`src/io_routing_regs.svh`:
```
// Purpose: Offsets, field positions, reset values for the I/O routing block
// Assumes: Byte-wide registers on a plain strobe port
// Notes:   Included by the control, decode and register file modules
`ifndef IO_ROUTING_REGS_SVH
`define IO_ROUTING_REGS_SVH

`define OFS_SWITCH_CTRL_3          8'h0B
`define OFS_IO_GROUP_CTRL          8'h0C
`define OFS_ANALOG_SWITCH_CTRL_1   8'h0D
`define OFS_ANALOG_SWITCH_CTRL_2   8'h0E

`define RST_SWITCH_CTRL_3          8'h00
`define RST_IO_GROUP_CTRL          8'hFF
`define RST_ANALOG_SWITCH_CTRL_1   8'h00
`define RST_ANALOG_SWITCH_CTRL_2   8'h00

`define ASW2_SWITCH_FOURTEEN       6
`define ASW2_SWITCH_ELEVEN         3
`define ASW2_SWITCH_TEN            2
`define ASW2_SWITCH_NINE           1
`define ASW2_SWITCH_EIGHT          0
`define ASW2_MASK_FULL             8'h4F
`define ASW2_MASK_MEDIUM           8'h41

`define GROUP_MODE_WIDTH           2
`define GROUP_MODE_FOURTH_LSB      6

`endif

```
`src/io_routing_pkg.sv`:
```
// Purpose: Types shared by the I/O routing block
// Assumes: Constants come from io_routing_regs.svh
// Notes:   Pin configuration codes and density variants
package io_routing_pkg;

    typedef enum logic [2:0] {
        PIN_NORMAL      = 3'h0,
        PIN_PP_LOW      = 3'h1,
        PIN_PP_HIGH     = 3'h2,
        PIN_FLOAT_OPEN  = 3'h3,
        PIN_FLOAT_CLOSE = 3'h4,
        PIN_TIMER       = 3'h5
    } pin_cfg_e;

    typedef enum logic [1:0] {
        DENSITY_LOW    = 2'h0,
        DENSITY_MEDIUM = 2'h1,
        DENSITY_MPLUS  = 2'h2,
        DENSITY_HIGH   = 2'h3
    } density_e;

    typedef enum logic [1:0] {
        ROLE_NONE      = 2'h0,
        ROLE_SAMPLING  = 2'h1,
        ROLE_ELECTRODE = 2'h2
    } io_role_e;

endpackage

```
`src/io_routing_switch_control.sv`:
```
// Purpose: I/O routing for the third I/O of each group plus analog switches
// Assumes: Mode and control-mode bits arrive from registers outside
// Notes:   Outputs other than rdata follow the stored bits combinationally
//
// Functional notes
// - Control-mode clear: switch bit 0 opens, 1 closes the I/O switch.
// - Software mode: switch bit 0 drives low, 1 defers to group bits 5:4.
// - Hardware mode: switch bit 0 drives low, 1 hands pin to timer two.
// - Group register: four 2-bit fields, bits 1:0 first through 7:6 fourth.
// - Software group codes: low, high, float open, float closed.
// - Code 11 disables hysteresis; pin value still readable.
// - Hardware group codes: 00 sampling capacitor, 01 electrode, rest reserved.
// - Group fields act only on I/Os with control-mode set.
// - Fourth group field exists only on the low-density variant.
// - Hardware roles for first three fields only on low density.
// - First analog register: eight switches, 1 closes, reset zero.
// - Second register: bit 6 switch fourteen, bits 3:0 switches eleven-eight.
// - Switches nine to eleven reserved on the medium-density variant.
// - Third switch register resets to zero, all switches open.
// - Acquisition bit: 0 software managed, 1 hardware managed.
// - Control-mode set protects the I/O from the port registers.
`timescale 1ns/1ps
`include "io_routing_regs.svh"

module io_routing_switch_control #(
    parameter io_routing_pkg::density_e DENSITY = io_routing_pkg::DENSITY_LOW
) (
    input  wire logic                      clock,
    input  wire logic                      rst,
    input  wire logic [7:0]                addr,
    input  wire logic [7:0]                wdata,
    input  wire logic                      wr_stb,
    input  wire logic                      rd_stb,
    output logic      [7:0]                rdata,
    input  wire logic                      acquisition_mode_bit,
    input  wire logic [7:0]                control_mode_reg,
    output io_routing_pkg::pin_cfg_e       pin_cfg [8],
    output logic      [7:0]                io_switch_closed,
    output logic      [7:0]                hyst_disable,
    output io_routing_pkg::io_role_e       io_role [8],
    output logic      [7:0]                port_regs_blocked,
    output logic      [1:0]                group_mode_first,
    output logic      [1:0]                group_mode_second,
    output logic      [1:0]                group_mode_third,
    output logic      [1:0]                group_mode_fourth,
    output logic      [7:0]                analog_switch_bit,
    output logic                           switch_fourteen,
    output logic                           switch_eleven,
    output logic                           switch_ten,
    output logic                           switch_nine,
    output logic                           switch_eight
);
    import io_routing_pkg::*;

    logic [7:0] switch_ctrl_3_r;
    logic [7:0] io_group_ctrl_r;
    logic [7:0] analog_switch_ctrl_1_r;
    logic [7:0] analog_switch_ctrl_2_r;
    logic [7:0] asw2_mask;
    logic [7:0] group_mask;
    logic       low_density;

    function automatic logic [1:0] group_field(input logic [7:0] g,
                                               input int unsigned n);
        group_field = g[n*`GROUP_MODE_WIDTH +: `GROUP_MODE_WIDTH];
    endfunction

    assign low_density = (DENSITY == DENSITY_LOW);
    assign asw2_mask   = (DENSITY == DENSITY_MEDIUM) ?
                         `ASW2_MASK_MEDIUM : `ASW2_MASK_FULL;
    assign group_mask  = low_density ? 8'hFF : 8'h3F;

    io_routing_regfile u_regs (
        .clock                  (clock),
        .rst                    (rst),
        .addr                   (addr),
        .wdata                  (wdata),
        .wr_stb                 (wr_stb),
        .rd_stb                 (rd_stb),
        .asw2_mask              (asw2_mask),
        .group_mask             (group_mask),
        .rdata                  (rdata),
        .switch_ctrl_3_r        (switch_ctrl_3_r),
        .io_group_ctrl_r        (io_group_ctrl_r),
        .analog_switch_ctrl_1_r (analog_switch_ctrl_1_r),
        .analog_switch_ctrl_2_r (analog_switch_ctrl_2_r)
    );

    assign group_mode_first  = group_field(io_group_ctrl_r, 0);
    assign group_mode_second = group_field(io_group_ctrl_r, 1);
    assign group_mode_third  = group_field(io_group_ctrl_r, 2);
    assign group_mode_fourth = group_field(io_group_ctrl_r, 3);

    // Protected I/Os ignore the standard port registers
    assign port_regs_blocked = control_mode_reg;

    genvar i;
    generate
        for (i = 0; i < 8; i++) begin : g_ch
            io_channel_decode u_dec (
                .channel_switch_bit   (switch_ctrl_3_r[i]),
                .control_mode         (control_mode_reg[i]),
                .acquisition_mode_bit (acquisition_mode_bit),
                .group_mode           (group_mode_third),
                .hw_roles_ok          (low_density),
                .pin_cfg              (pin_cfg[i]),
                .switch_closed        (io_switch_closed[i]),
                .hyst_disable         (hyst_disable[i]),
                .io_role              (io_role[i])
            );
        end
    endgenerate

    assign analog_switch_bit = analog_switch_ctrl_1_r;
    assign switch_fourteen = analog_switch_ctrl_2_r[`ASW2_SWITCH_FOURTEEN];
    assign switch_eleven   = analog_switch_ctrl_2_r[`ASW2_SWITCH_ELEVEN];
    assign switch_ten      = analog_switch_ctrl_2_r[`ASW2_SWITCH_TEN];
    assign switch_nine     = analog_switch_ctrl_2_r[`ASW2_SWITCH_NINE];
    assign switch_eight    = analog_switch_ctrl_2_r[`ASW2_SWITCH_EIGHT];
endmodule

```
`src/io_channel_decode.sv`:
```
// Purpose: Decode one routed I/O from its switch, mode and group bits
// Assumes: Pure combinational
// Notes:   Used for every I/O the block routes
`timescale 1ns/1ps
`include "io_routing_regs.svh"

module io_channel_decode (
    input  wire logic                      channel_switch_bit,
    input  wire logic                      control_mode,
    input  wire logic                      acquisition_mode_bit,
    input  wire logic [1:0]                group_mode,
    input  wire logic                      hw_roles_ok,
    output io_routing_pkg::pin_cfg_e       pin_cfg,
    output logic                           switch_closed,
    output logic                           hyst_disable,
    output io_routing_pkg::io_role_e       io_role
);
    import io_routing_pkg::*;

    always_comb begin
        pin_cfg       = PIN_NORMAL;
        switch_closed = 1'b0;
        hyst_disable  = 1'b0;
        io_role       = ROLE_NONE;
        if (!control_mode) begin
            switch_closed = channel_switch_bit;
        end else if (!channel_switch_bit) begin
            pin_cfg = PIN_PP_LOW;
        end else if (!acquisition_mode_bit) begin
            unique case (group_mode)
                2'b00: pin_cfg = PIN_PP_LOW;
                2'b01: pin_cfg = PIN_PP_HIGH;
                2'b10: pin_cfg = PIN_FLOAT_OPEN;
                2'b11: begin
                    pin_cfg       = PIN_FLOAT_CLOSE;
                    switch_closed = 1'b1;
                    hyst_disable  = 1'b1;
                end
            endcase
        end else begin
            pin_cfg = PIN_TIMER;
            if (hw_roles_ok) begin
                unique case (group_mode)
                    2'b00: io_role = ROLE_SAMPLING;
                    2'b01: io_role = ROLE_ELECTRODE;
                    2'b10,
                    2'b11: io_role = ROLE_NONE;
                endcase
            end
        end
    end
endmodule

```
`src/io_routing_regfile.sv`:
```
// Purpose: The four routing registers behind the plain strobe port
// Assumes: Synchronous active-high reset
// Notes:   Read data valid the cycle after the read strobe only
`timescale 1ns/1ps
`include "io_routing_regs.svh"

module io_routing_regfile (
    input  wire logic                      clock,
    input  wire logic                      rst,
    input  wire logic [7:0]                addr,
    input  wire logic [7:0]                wdata,
    input  wire logic                      wr_stb,
    input  wire logic                      rd_stb,
    input  wire logic [7:0]                asw2_mask,
    input  wire logic [7:0]                group_mask,
    output logic      [7:0]                rdata,
    output logic      [7:0]                switch_ctrl_3_r,
    output logic      [7:0]                io_group_ctrl_r,
    output logic      [7:0]                analog_switch_ctrl_1_r,
    output logic      [7:0]                analog_switch_ctrl_2_r
);
    always_ff @(posedge clock) begin
        if (rst) begin
            switch_ctrl_3_r <= `RST_SWITCH_CTRL_3;
        end else if (wr_stb && addr == `OFS_SWITCH_CTRL_3) begin
            switch_ctrl_3_r <= wdata;
        end
    end

    always_ff @(posedge clock) begin
        if (rst) begin
            io_group_ctrl_r <= `RST_IO_GROUP_CTRL;
        end else if (wr_stb && addr == `OFS_IO_GROUP_CTRL) begin
            io_group_ctrl_r <= wdata | ~group_mask;
        end
    end

    always_ff @(posedge clock) begin
        if (rst) begin
            analog_switch_ctrl_1_r <= `RST_ANALOG_SWITCH_CTRL_1;
        end else if (wr_stb && addr == `OFS_ANALOG_SWITCH_CTRL_1) begin
            analog_switch_ctrl_1_r <= wdata;
        end
    end

    always_ff @(posedge clock) begin
        if (rst) begin
            analog_switch_ctrl_2_r <= `RST_ANALOG_SWITCH_CTRL_2;
        end else if (wr_stb && addr == `OFS_ANALOG_SWITCH_CTRL_2) begin
            analog_switch_ctrl_2_r <= wdata & asw2_mask;
        end
    end

    always_ff @(posedge clock) begin
        if (rst) begin
            rdata <= 8'h00;
        end else if (rd_stb) begin
            unique case (addr)
                `OFS_SWITCH_CTRL_3:        rdata <= switch_ctrl_3_r;
                `OFS_IO_GROUP_CTRL:        rdata <= io_group_ctrl_r;
                `OFS_ANALOG_SWITCH_CTRL_1: rdata <= analog_switch_ctrl_1_r;
                `OFS_ANALOG_SWITCH_CTRL_2: rdata <= analog_switch_ctrl_2_r;
                default:                   rdata <= 8'h00;
            endcase
        end else begin
            rdata <= 8'h00;
        end
    end
endmodule

```
`config.mk`:
```
export PLATFORM = sky130hd
export DESIGN_NAME = io_routing_switch_control
export DESIGN_NICKNAME = d
export VERILOG_FILES = /design/src/io_routing_pkg.sv /design/src/io_routing_switch_control.sv /design/src/io_channel_decode.sv /design/src/io_routing_regfile.sv
export VERILOG_INCLUDE_DIRS = /design/src
export SDC_FILE = /design/constraint.sdc
export NUM_CORES = 1
export LEC_CHECK = 0
export BUFFER_PORTS_ARGS = -buffer_cell sky130_fd_sc_hd__clkbuf_2
export CAP_MARGIN = 15
export CORE_MARGIN = 10
export CORE_UTILIZATION = 49
export CTS_BUF_LIST = sky130_fd_sc_hd__clkbuf_4
export DETAILED_ROUTE_END_ITERATION = 8
export HOLD_SLACK_MARGIN = 0.05
export PLACE_DENSITY = 0.95
export REMOVE_ABC_BUFFERS = 1
export SLEW_MARGIN = 20
export SYNTH_ARGS = -nofsm -noshare
export SYNTH_HDL_FRONTEND = slang
export SYNTH_SLANG_ARGS = --single-unit
```
`constraint.sdc`:
```
create_clock -name clock -period 3.95 [get_ports clock]
set_input_delay 0.79 -clock clock [delete_from_list [all_inputs] [get_ports clock]]
set_output_delay 0.79 -clock clock [all_outputs]
set_load 0.01 [all_outputs]
```
==> summary.md, run 1 <==
| Metric | Value |
|---|---|
| Post-synth top area share | 34.1% |
| DR vias/cell | 5.33 |
| Total global-route track usage | 18.0% |
| Setup CP Type | reg2out |
| Fillers | 386 |
| Final Power | 0.630 mW |
| CP bufs+invs | 2 |
| Post-CTS Setup Inserts | 0 |
| Gpl congestion | 0.834 |
| Mapped cell area | 2170 um^2 |
| First DRT Iteration DRCs | 124 |
| Non-Filler Instances | 410 |
| Core box area | 4320 um^2 |
| GR peak layer | met2 |
| Synth Area per Inst | 8.23 um^2 |
| Cell count after synthesis | 264 |
| Pleak | 1.35 nW |
| Wire per inst | 17.1 um |
| Antenna cells | 0 |
| Clock sinks | 37 |
| Setup Viol. Count Final | 0 |
| Die footprint | 7500 um^2 |
| Die Width | 86.6 um |
| Power Density | 237 nW/um^2 |
| Buffers on Ports | 121 |
| Final Skew | 0.00848 ns |
| CP Cell Sequence | inv_1 > ha_1 > nor3_1 > a21boi_0 > clkbuf_2 |
| Routed Antenna Nets | 0 |
| CTS Buffer Depth | 2 |
| CTS tree | done |
| Rel. slew slack | 45.1% |
| Number of synthesized flops with an enable pin | 0 |
| Critical Path Source Type | flip-flop |
| 1st-pass router iterations | 4 |
| Hold Violations, Final | 0 |
| P&R area growth vs syn | 22.5% |
| Reg2reg start | u_regs.io_group_ctrl_r[5] |
| Residual DRC | 0 |
| Post-layout nets | 391 |
| Count of hold-fix buffers inserted at cts | 0 |
| TNS Setup | 0 ns |
| First-pass GRT wire length | 11200 um |
| Arrival time at the worst endpoint | 2.24 ns |
| Post-synth top area cell | dfxtp_1 |
| Max Cap Viol | 0 |
| Ys async rst share | 0% |
| Final worst setup slack | 0.918 ns |
| Die Y | 86.6 um |
| # resized after CTS | 0 |
| Finished Cell Area | 2660 um^2 |
| Placed Area | 2610 um^2 |
| Setup WS pre-CTS | 1.20 ns |
| Worst-path clk slew | 0.10 ns |
| Met2 Usage GRT | 31.7% |
| Achievable frequency | 0.330 GHz |
| Distinct cells, synth | 32 |
| HP Start | u_regs.io_group_ctrl_r[6] |
| Ranking of synthesized cells by area | dfxtp_1, mux2i_1, nor2_1 |
| Slowest CP cell | nor3_1 |
| Synth Warn # | 0 |
| Initial Util | 50.2% |
| Final Max Tran Viols | 0 |
| Crit. Startpoint | u_regs.io_group_ctrl_r[4] |
| Dpl cells | 402 |
| CP max stage delay | 0.68 ns |
| Vias in the first global route | 2229 |
| Antenna violations before repair | 0 |
| Clock H-tree levels | 2 |
| I/O pin cnt | 122 |
| Clock root cell | clkbuf_4 |
| Worst endpoint required time | 3.16 ns |
| Total gr overflow | 0 |
| RSZ-0062 raised after global routing | no |
| Total wire length | 7010 um |
| Worst slew pin tran | 0.817 ns |
| Worst-Skew Late Latency | 0.35 ns |
| Placement Rows | 24 |
| Layout cells sized above 1 | 37.2% |
| Post-DP HPWL | 5730 um |
| GR Util met1 | 18.7% |
| Fin crit period | 3.03 ns |
| Crit. End Element | output pin |
| Num CTS Buffers | 5 |
| Largest net degree at the start of global routing | 31 |
| Hold Path Class | reg2reg |
| #FFs+latches synth | 37 |
| Outcome | completed |
| Register area share after synthesis | 34.1% |
| Largest delay share family, worst path | simple AND/OR/NAND/NOR gates |
| CP max FO | 8 |
| DR vias | 2187 |
| Top_reg_cell synth | dfxtp_1 |
| Worst vdd ir | 0.000218 V |
| Met3 Track Usage GR | 7.88% |
| Final worst path period share | 76.8% |
[registers in the layout, indices dropped and copies added, names as in the netlist]
signal / cells
u_regs.analog_switch_ctrl_1_r: 8
u_regs.switch_ctrl_3_r: 8
u_regs.rdata: 8
u_regs.io_group_ctrl_r: 8
u_regs.analog_switch_ctrl_2_r: 5
[path summary, 6_finish.rpt]
kind	end	slack, ns	cells after the start
worst max-delay path	pin_cfg[0]	0.92	5
worst min-delay path	u_regs.io_group_ctrl_r[6]	0.50	2
worst max register to register	u_regs.rdata[5]	2.85	3
worst min register to register	u_regs.io_group_ctrl_r[6]	0.50	2
[layer usage]
metal	vias up	wire, um
met5	-	0
met4	0	117
met3	11	832
met2	115	3340
met1	1002	2720
li1	1059	-
[worst register-to-register path, cell delays in order, from the launching register on]
cell and delay, ns:
dfxtp_1 0.45, mux2i_1 0.11, or3_1 0.32, a21oi_1 0.15
[cell usage in the layout (no fill, tap or decap), types with 2 or more instances in the layout]
| cell type | count |
|---|---|
| a22o_1 | 4 |
| a311o_1 | 2 |
| inv_1 | 2 |
| nor2b_1 | 3 |
| or3_1 | 3 |
| clkbuf_4 | 5 |
| nand3b_1 | 6 |
| ha_1 | 5 |
| a21boi_0 | 16 |
| clkbuf_2 | 121 |
| a21oi_1 | 9 |
| clkinv_1 | 2 |
| nand4_1 | 2 |
| nor2_1 | 65 |
| nand2b_1 | 2 |
| dfxtp_1 | 37 |
| nand3_1 | 6 |
| nand2_1 | 25 |
| mux2i_1 | 25 |
| a22oi_1 | 5 |
| nor4b_4 | 2 |
[area by class of cell]
| class | count | area (um^2) | area share [%] |
|---|---|---|---|
| well taps | 52 | 65.1 | 2.45 |
| repair buffers | 121 | 606 | 22.8 |
| clock inverters | 3 | 12.5 | 0.470 |
| clock buffers | 5 | 37.5 | 1.41 |
| inverters | 2 | 7.51 | 0.282 |
| multi-input cells | 190 | 1190 | 44.8 |
| flip-flops and latches | 37 | 741 | 27.8 |
[cell families after synthesis]
kind of cell / synth area share, %
adder cells (fa/ha/maj): 2.88
AND/OR/NAND/NOR: 27.8
AO/OA/AOI/OAI: 12.3
multiplexers: 11.5
buffers and inverters: 11.1
XOR/XNOR: 0.403
flip-flops: 34.1
[Yosys cell counts, drive strengths merged (3+ instances only)]
library cell	instances
clkbuf	7
nor2b	3
nand4	3
dfxtp	37
nand3b	7
nor2	65
buf	28
nand2	25
nand3	6
mux2i	25
or3	3
a21boi	16
a22oi	5
ha	5
a21oi	9
a22o	4
[through the flow]
| stage | utilization [%] | hold slack [ns] |
|---|---|---|
| floorplan | - | 0.463 |
| global placement | 60.4 | 0.475 |
| detailed placement | 60.4 | 0.484 |
| CTS | 61.5 | 0.498 |
| global route | 61.5 | 0.518 |
| finish | 61.5 | 0.499 |
[where the power goes]
group          total (mW)  internal [mW]  switching [mW]  leakage, nW
sequential          0.374          0.373        0.000457        0.298
combinational      0.0713         0.0266          0.0447         1.02
clock               0.185         0.0643           0.121       0.0300
total               0.630          0.464           0.166         1.35
Note: power is estimated with default switching activity, not from simulation.
==> run 2, diff against run 1 <==
--- a/config.mk
+++ b/config.mk
@@ -9,11 +9,11 @@
 export BUFFER_PORTS_ARGS = -buffer_cell sky130_fd_sc_hd__clkbuf_2
 export CAP_MARGIN = 15
 export CORE_MARGIN = 10
-export CORE_UTILIZATION = 49
+export CORE_UTILIZATION = 41
 export CTS_BUF_LIST = sky130_fd_sc_hd__clkbuf_4
 export DETAILED_ROUTE_END_ITERATION = 8
 export HOLD_SLACK_MARGIN = 0.05
-export PLACE_DENSITY = 0.95
+export PLACE_DENSITY = 0.86
 export REMOVE_ABC_BUFFERS = 1
 export SLEW_MARGIN = 20
 export SYNTH_ARGS = -nofsm -noshare
==> constraint.sdc (replaced) <==
create_clock -name clock -period 2.5 [get_ports clock]
set_input_delay 0.5 -clock clock [delete_from_list [all_inputs] [get_ports clock]]
set_output_delay 0.5 -clock clock [all_outputs]
set_load 0.01 [all_outputs]
==> run 2 against run 1 <==
Net effect: critical path depth is 1 lower; cell count is 5.1% higher; setup slack worse by 0.69 ns; highest routed layer unchanged.
==> summary.md, run 2 (synthesis gave the netlist of run 1 again) <==
| Metric | Value |
|---|---|
| Outcome | completed |
| Fin crit period | 2.27 ns |
| Antenna violations before repair | 0 (unchanged) |
| Critical Path Source Type | flip-flop |
| Layout cells sized above 1 | 38.2% (+1.1 points) |
| Achievable frequency | 0.440 GHz |
| Max Cap Viol | 0 (unchanged) |
| Reg2reg start | u_regs.io_group_ctrl_r[4] |
| Die footprint | 8610 um^2 (+15%) |
| Most common cell after layout, fill and taps aside | clkbuf_2 |
| Die Y | 92.8 um (+7.2%) |
| Residual DRC | 0 (unchanged) |
| Core box area | 5110 um^2 (+18%) |
| Largest net degree at the start of global routing | 30 (-3.2%) |
| Post-layout nets | 396 (+1.3%) |
| Power Density | 360 nW/um^2 (+52%) |
| M1 wire length | 2860 um (+5.3%) |
| Final Power | 0.977 mW (+55%) |
| CP max stage delay | 0.46 ns (-0.22 ns) |
| Antenna cells | 0 (unchanged) |
| RSZ-0062 raised after global routing | no |
| CP max FO | 16 (+8) |
| First-pass GRT wire length | 11300 um (+0.74%) |
| CTS tree | done |
| Setup Viol. Count Final | 0 (unchanged) |
| CP Cell Sequence | ha_1 > nand2b_1 > a21boi_0 > clkbuf_2 |
| Gpl congestion | 0.862 (+3.4%) |
| Routed wl met3 | 812 um (-2.4%) |
| Count of hold-fix buffers inserted at cts | 0 (unchanged) |
| Worst-Skew Late Latency | 0.33 ns (-0.02 ns) |
| Post-CTS Setup Inserts | 0 (unchanged) |
| Highest-count cells in the layout ignoring fill and taps | clkbuf_2, nor2_1, dfxtp_1 |
| Rel. slew slack | 57.9% (+13 points) |
| 1st-pass router iterations | 4 (unchanged) |
| Hold Violations, Final | 0 (unchanged) |
| Worst endpoint required time | 2.00 ns (-1.16 ns) |
| Worst slew pin tran | 0.629 ns (-0.188 ns) |
| Final worst path period share | 90.9% |
| CTS Buffer Depth | 2 (unchanged) |
| I/O pin cnt | 122 (unchanged) |
| Pleak | 1.37 nW (+1.7%) |
| Crit. End Element | output pin |
| Initial Util | 42.5% (-7.7 points) |
| Clock sinks | 37 (unchanged) |
| Total wire length | 7040 um (+0.51%) |
| DR vias | 2192 (+0.23%) |
| # resized after CTS | 0 (unchanged) |
| Uppermost layer routed | met4 |
| DR vias/cell | 5.09 (-4.7%) |
| HP Start | wdata[7] |
| P&R area growth vs syn | 24.9% |
| Hold Path Class | in2reg |
| Worst vdd ir | 0.000273 V (+25%) |
| Buffers on Ports | 121 (unchanged) |
| Arrival time at the worst endpoint | 1.77 ns (-0.47 ns) |
| Setup CP Type | reg2out |
| Routed Antenna Nets | 0 (unchanged) |
| Final Skew | 0.00673 ns (-0.00175 ns) |
| Total gr overflow | 0 (unchanged) |
| Wire per inst | 16.3 um (-4.4%) |
| TNS Setup | 0 ns (unchanged) |
| Final Max Tran Viols | 0 (unchanged) |
| Vias in the first global route | 2180 (-2.2%) |
| Total global-route track usage | 15.8% (-2.2 points) |
| Slowest CP cell | dfxtp_1 |
| Die Width | 92.8 um (+7.2%) |
| Num CTS Buffers | 5 (unchanged) |
| Placement Rows | 26 (+8.3%) |
| Crit. Startpoint | u_regs.io_group_ctrl_r[4] |
| Clock root cell | clkbuf_4 |
| Clock H-tree levels | 2 (unchanged) |
| Metal2 WL | 3280 um (-1.9%) |
| First DRT Iteration DRCs | 93 (-25%) |
| Post-DP HPWL | 5970 um (+4.2%) |
| Worst-path clk slew | 0.10 ns (about the same) |
## run 2: cell types whose count changed in the layout (fill, tap and decap cells not counted), sizes merged
cell and delta:
clkinv -2, buf +5
## run 2: stage by stage
stage                     instance area, um^2  hold WS (ns)  cells  setup WS [ns]  util (%)
final                                    2710         0.446    431          0.228      53.1
after global routing                     2710         0.446    431         0.0806      53.1
after CTS                                2710         0.443    431          0.211      53.1
after detailed placement                 2670         0.481    425          0.433      52.3
after global placement                   2670         0.478    425          0.469      52.3
after floorplan                          1940         0.463    229          0.466         -
## run 2: final timing paths
kind                                             endpoint  slack, ns  depth (start not counted)
worst max-delay path                  io_switch_closed[1]       0.23                          4
worst min-delay path            u_regs.switch_ctrl_3_r[7]       0.45                          3
worst max register to register            u_regs.rdata[4]       1.40                          3
worst min register to register  u_regs.io_group_ctrl_r[7]       0.49                          2
## run 2: routing by layer
| metal | vias up | global-route usage (%) |
|---|---|---|
| li1 | 1079 | - |
| met1 | 990 | 17.1 |
| met2 | 114 | 27.4 |
| met3 | 9 | 6.94 |
| met4 | 0 | 3.98 |
| met5 | - | 0 |
## run 2: cell type report
cell class / instances / area, um^2
clock inverters: 1 / 5.00
repair buffers: 126 / 643
flip-flops and latches: 37 / 741
fillers: 499 / 2390
multi-input cells: 190 / 1190
inverters: 2 / 7.51
well taps: 70 / 87.6
clock buffers: 5 / 37.5
## run 2: worst max-delay path: cells and delay by family (launching register included)
kind	cells	cell delay (ns)
fa+ha+maj	1	0.19
compound gates	1	0.32
buf+inv	1	0.19
flops	1	0.46
simple gates	1	0.27
## run 2: report_power, final
| group | internal [mW] | switching [mW] |
|---|---|---|
| combinational | 0.0452 | 0.0690 |
| sequential | 0.590 | 0.000729 |
| clock | 0.0974 | 0.175 |
| total | 0.732 | 0.245 |
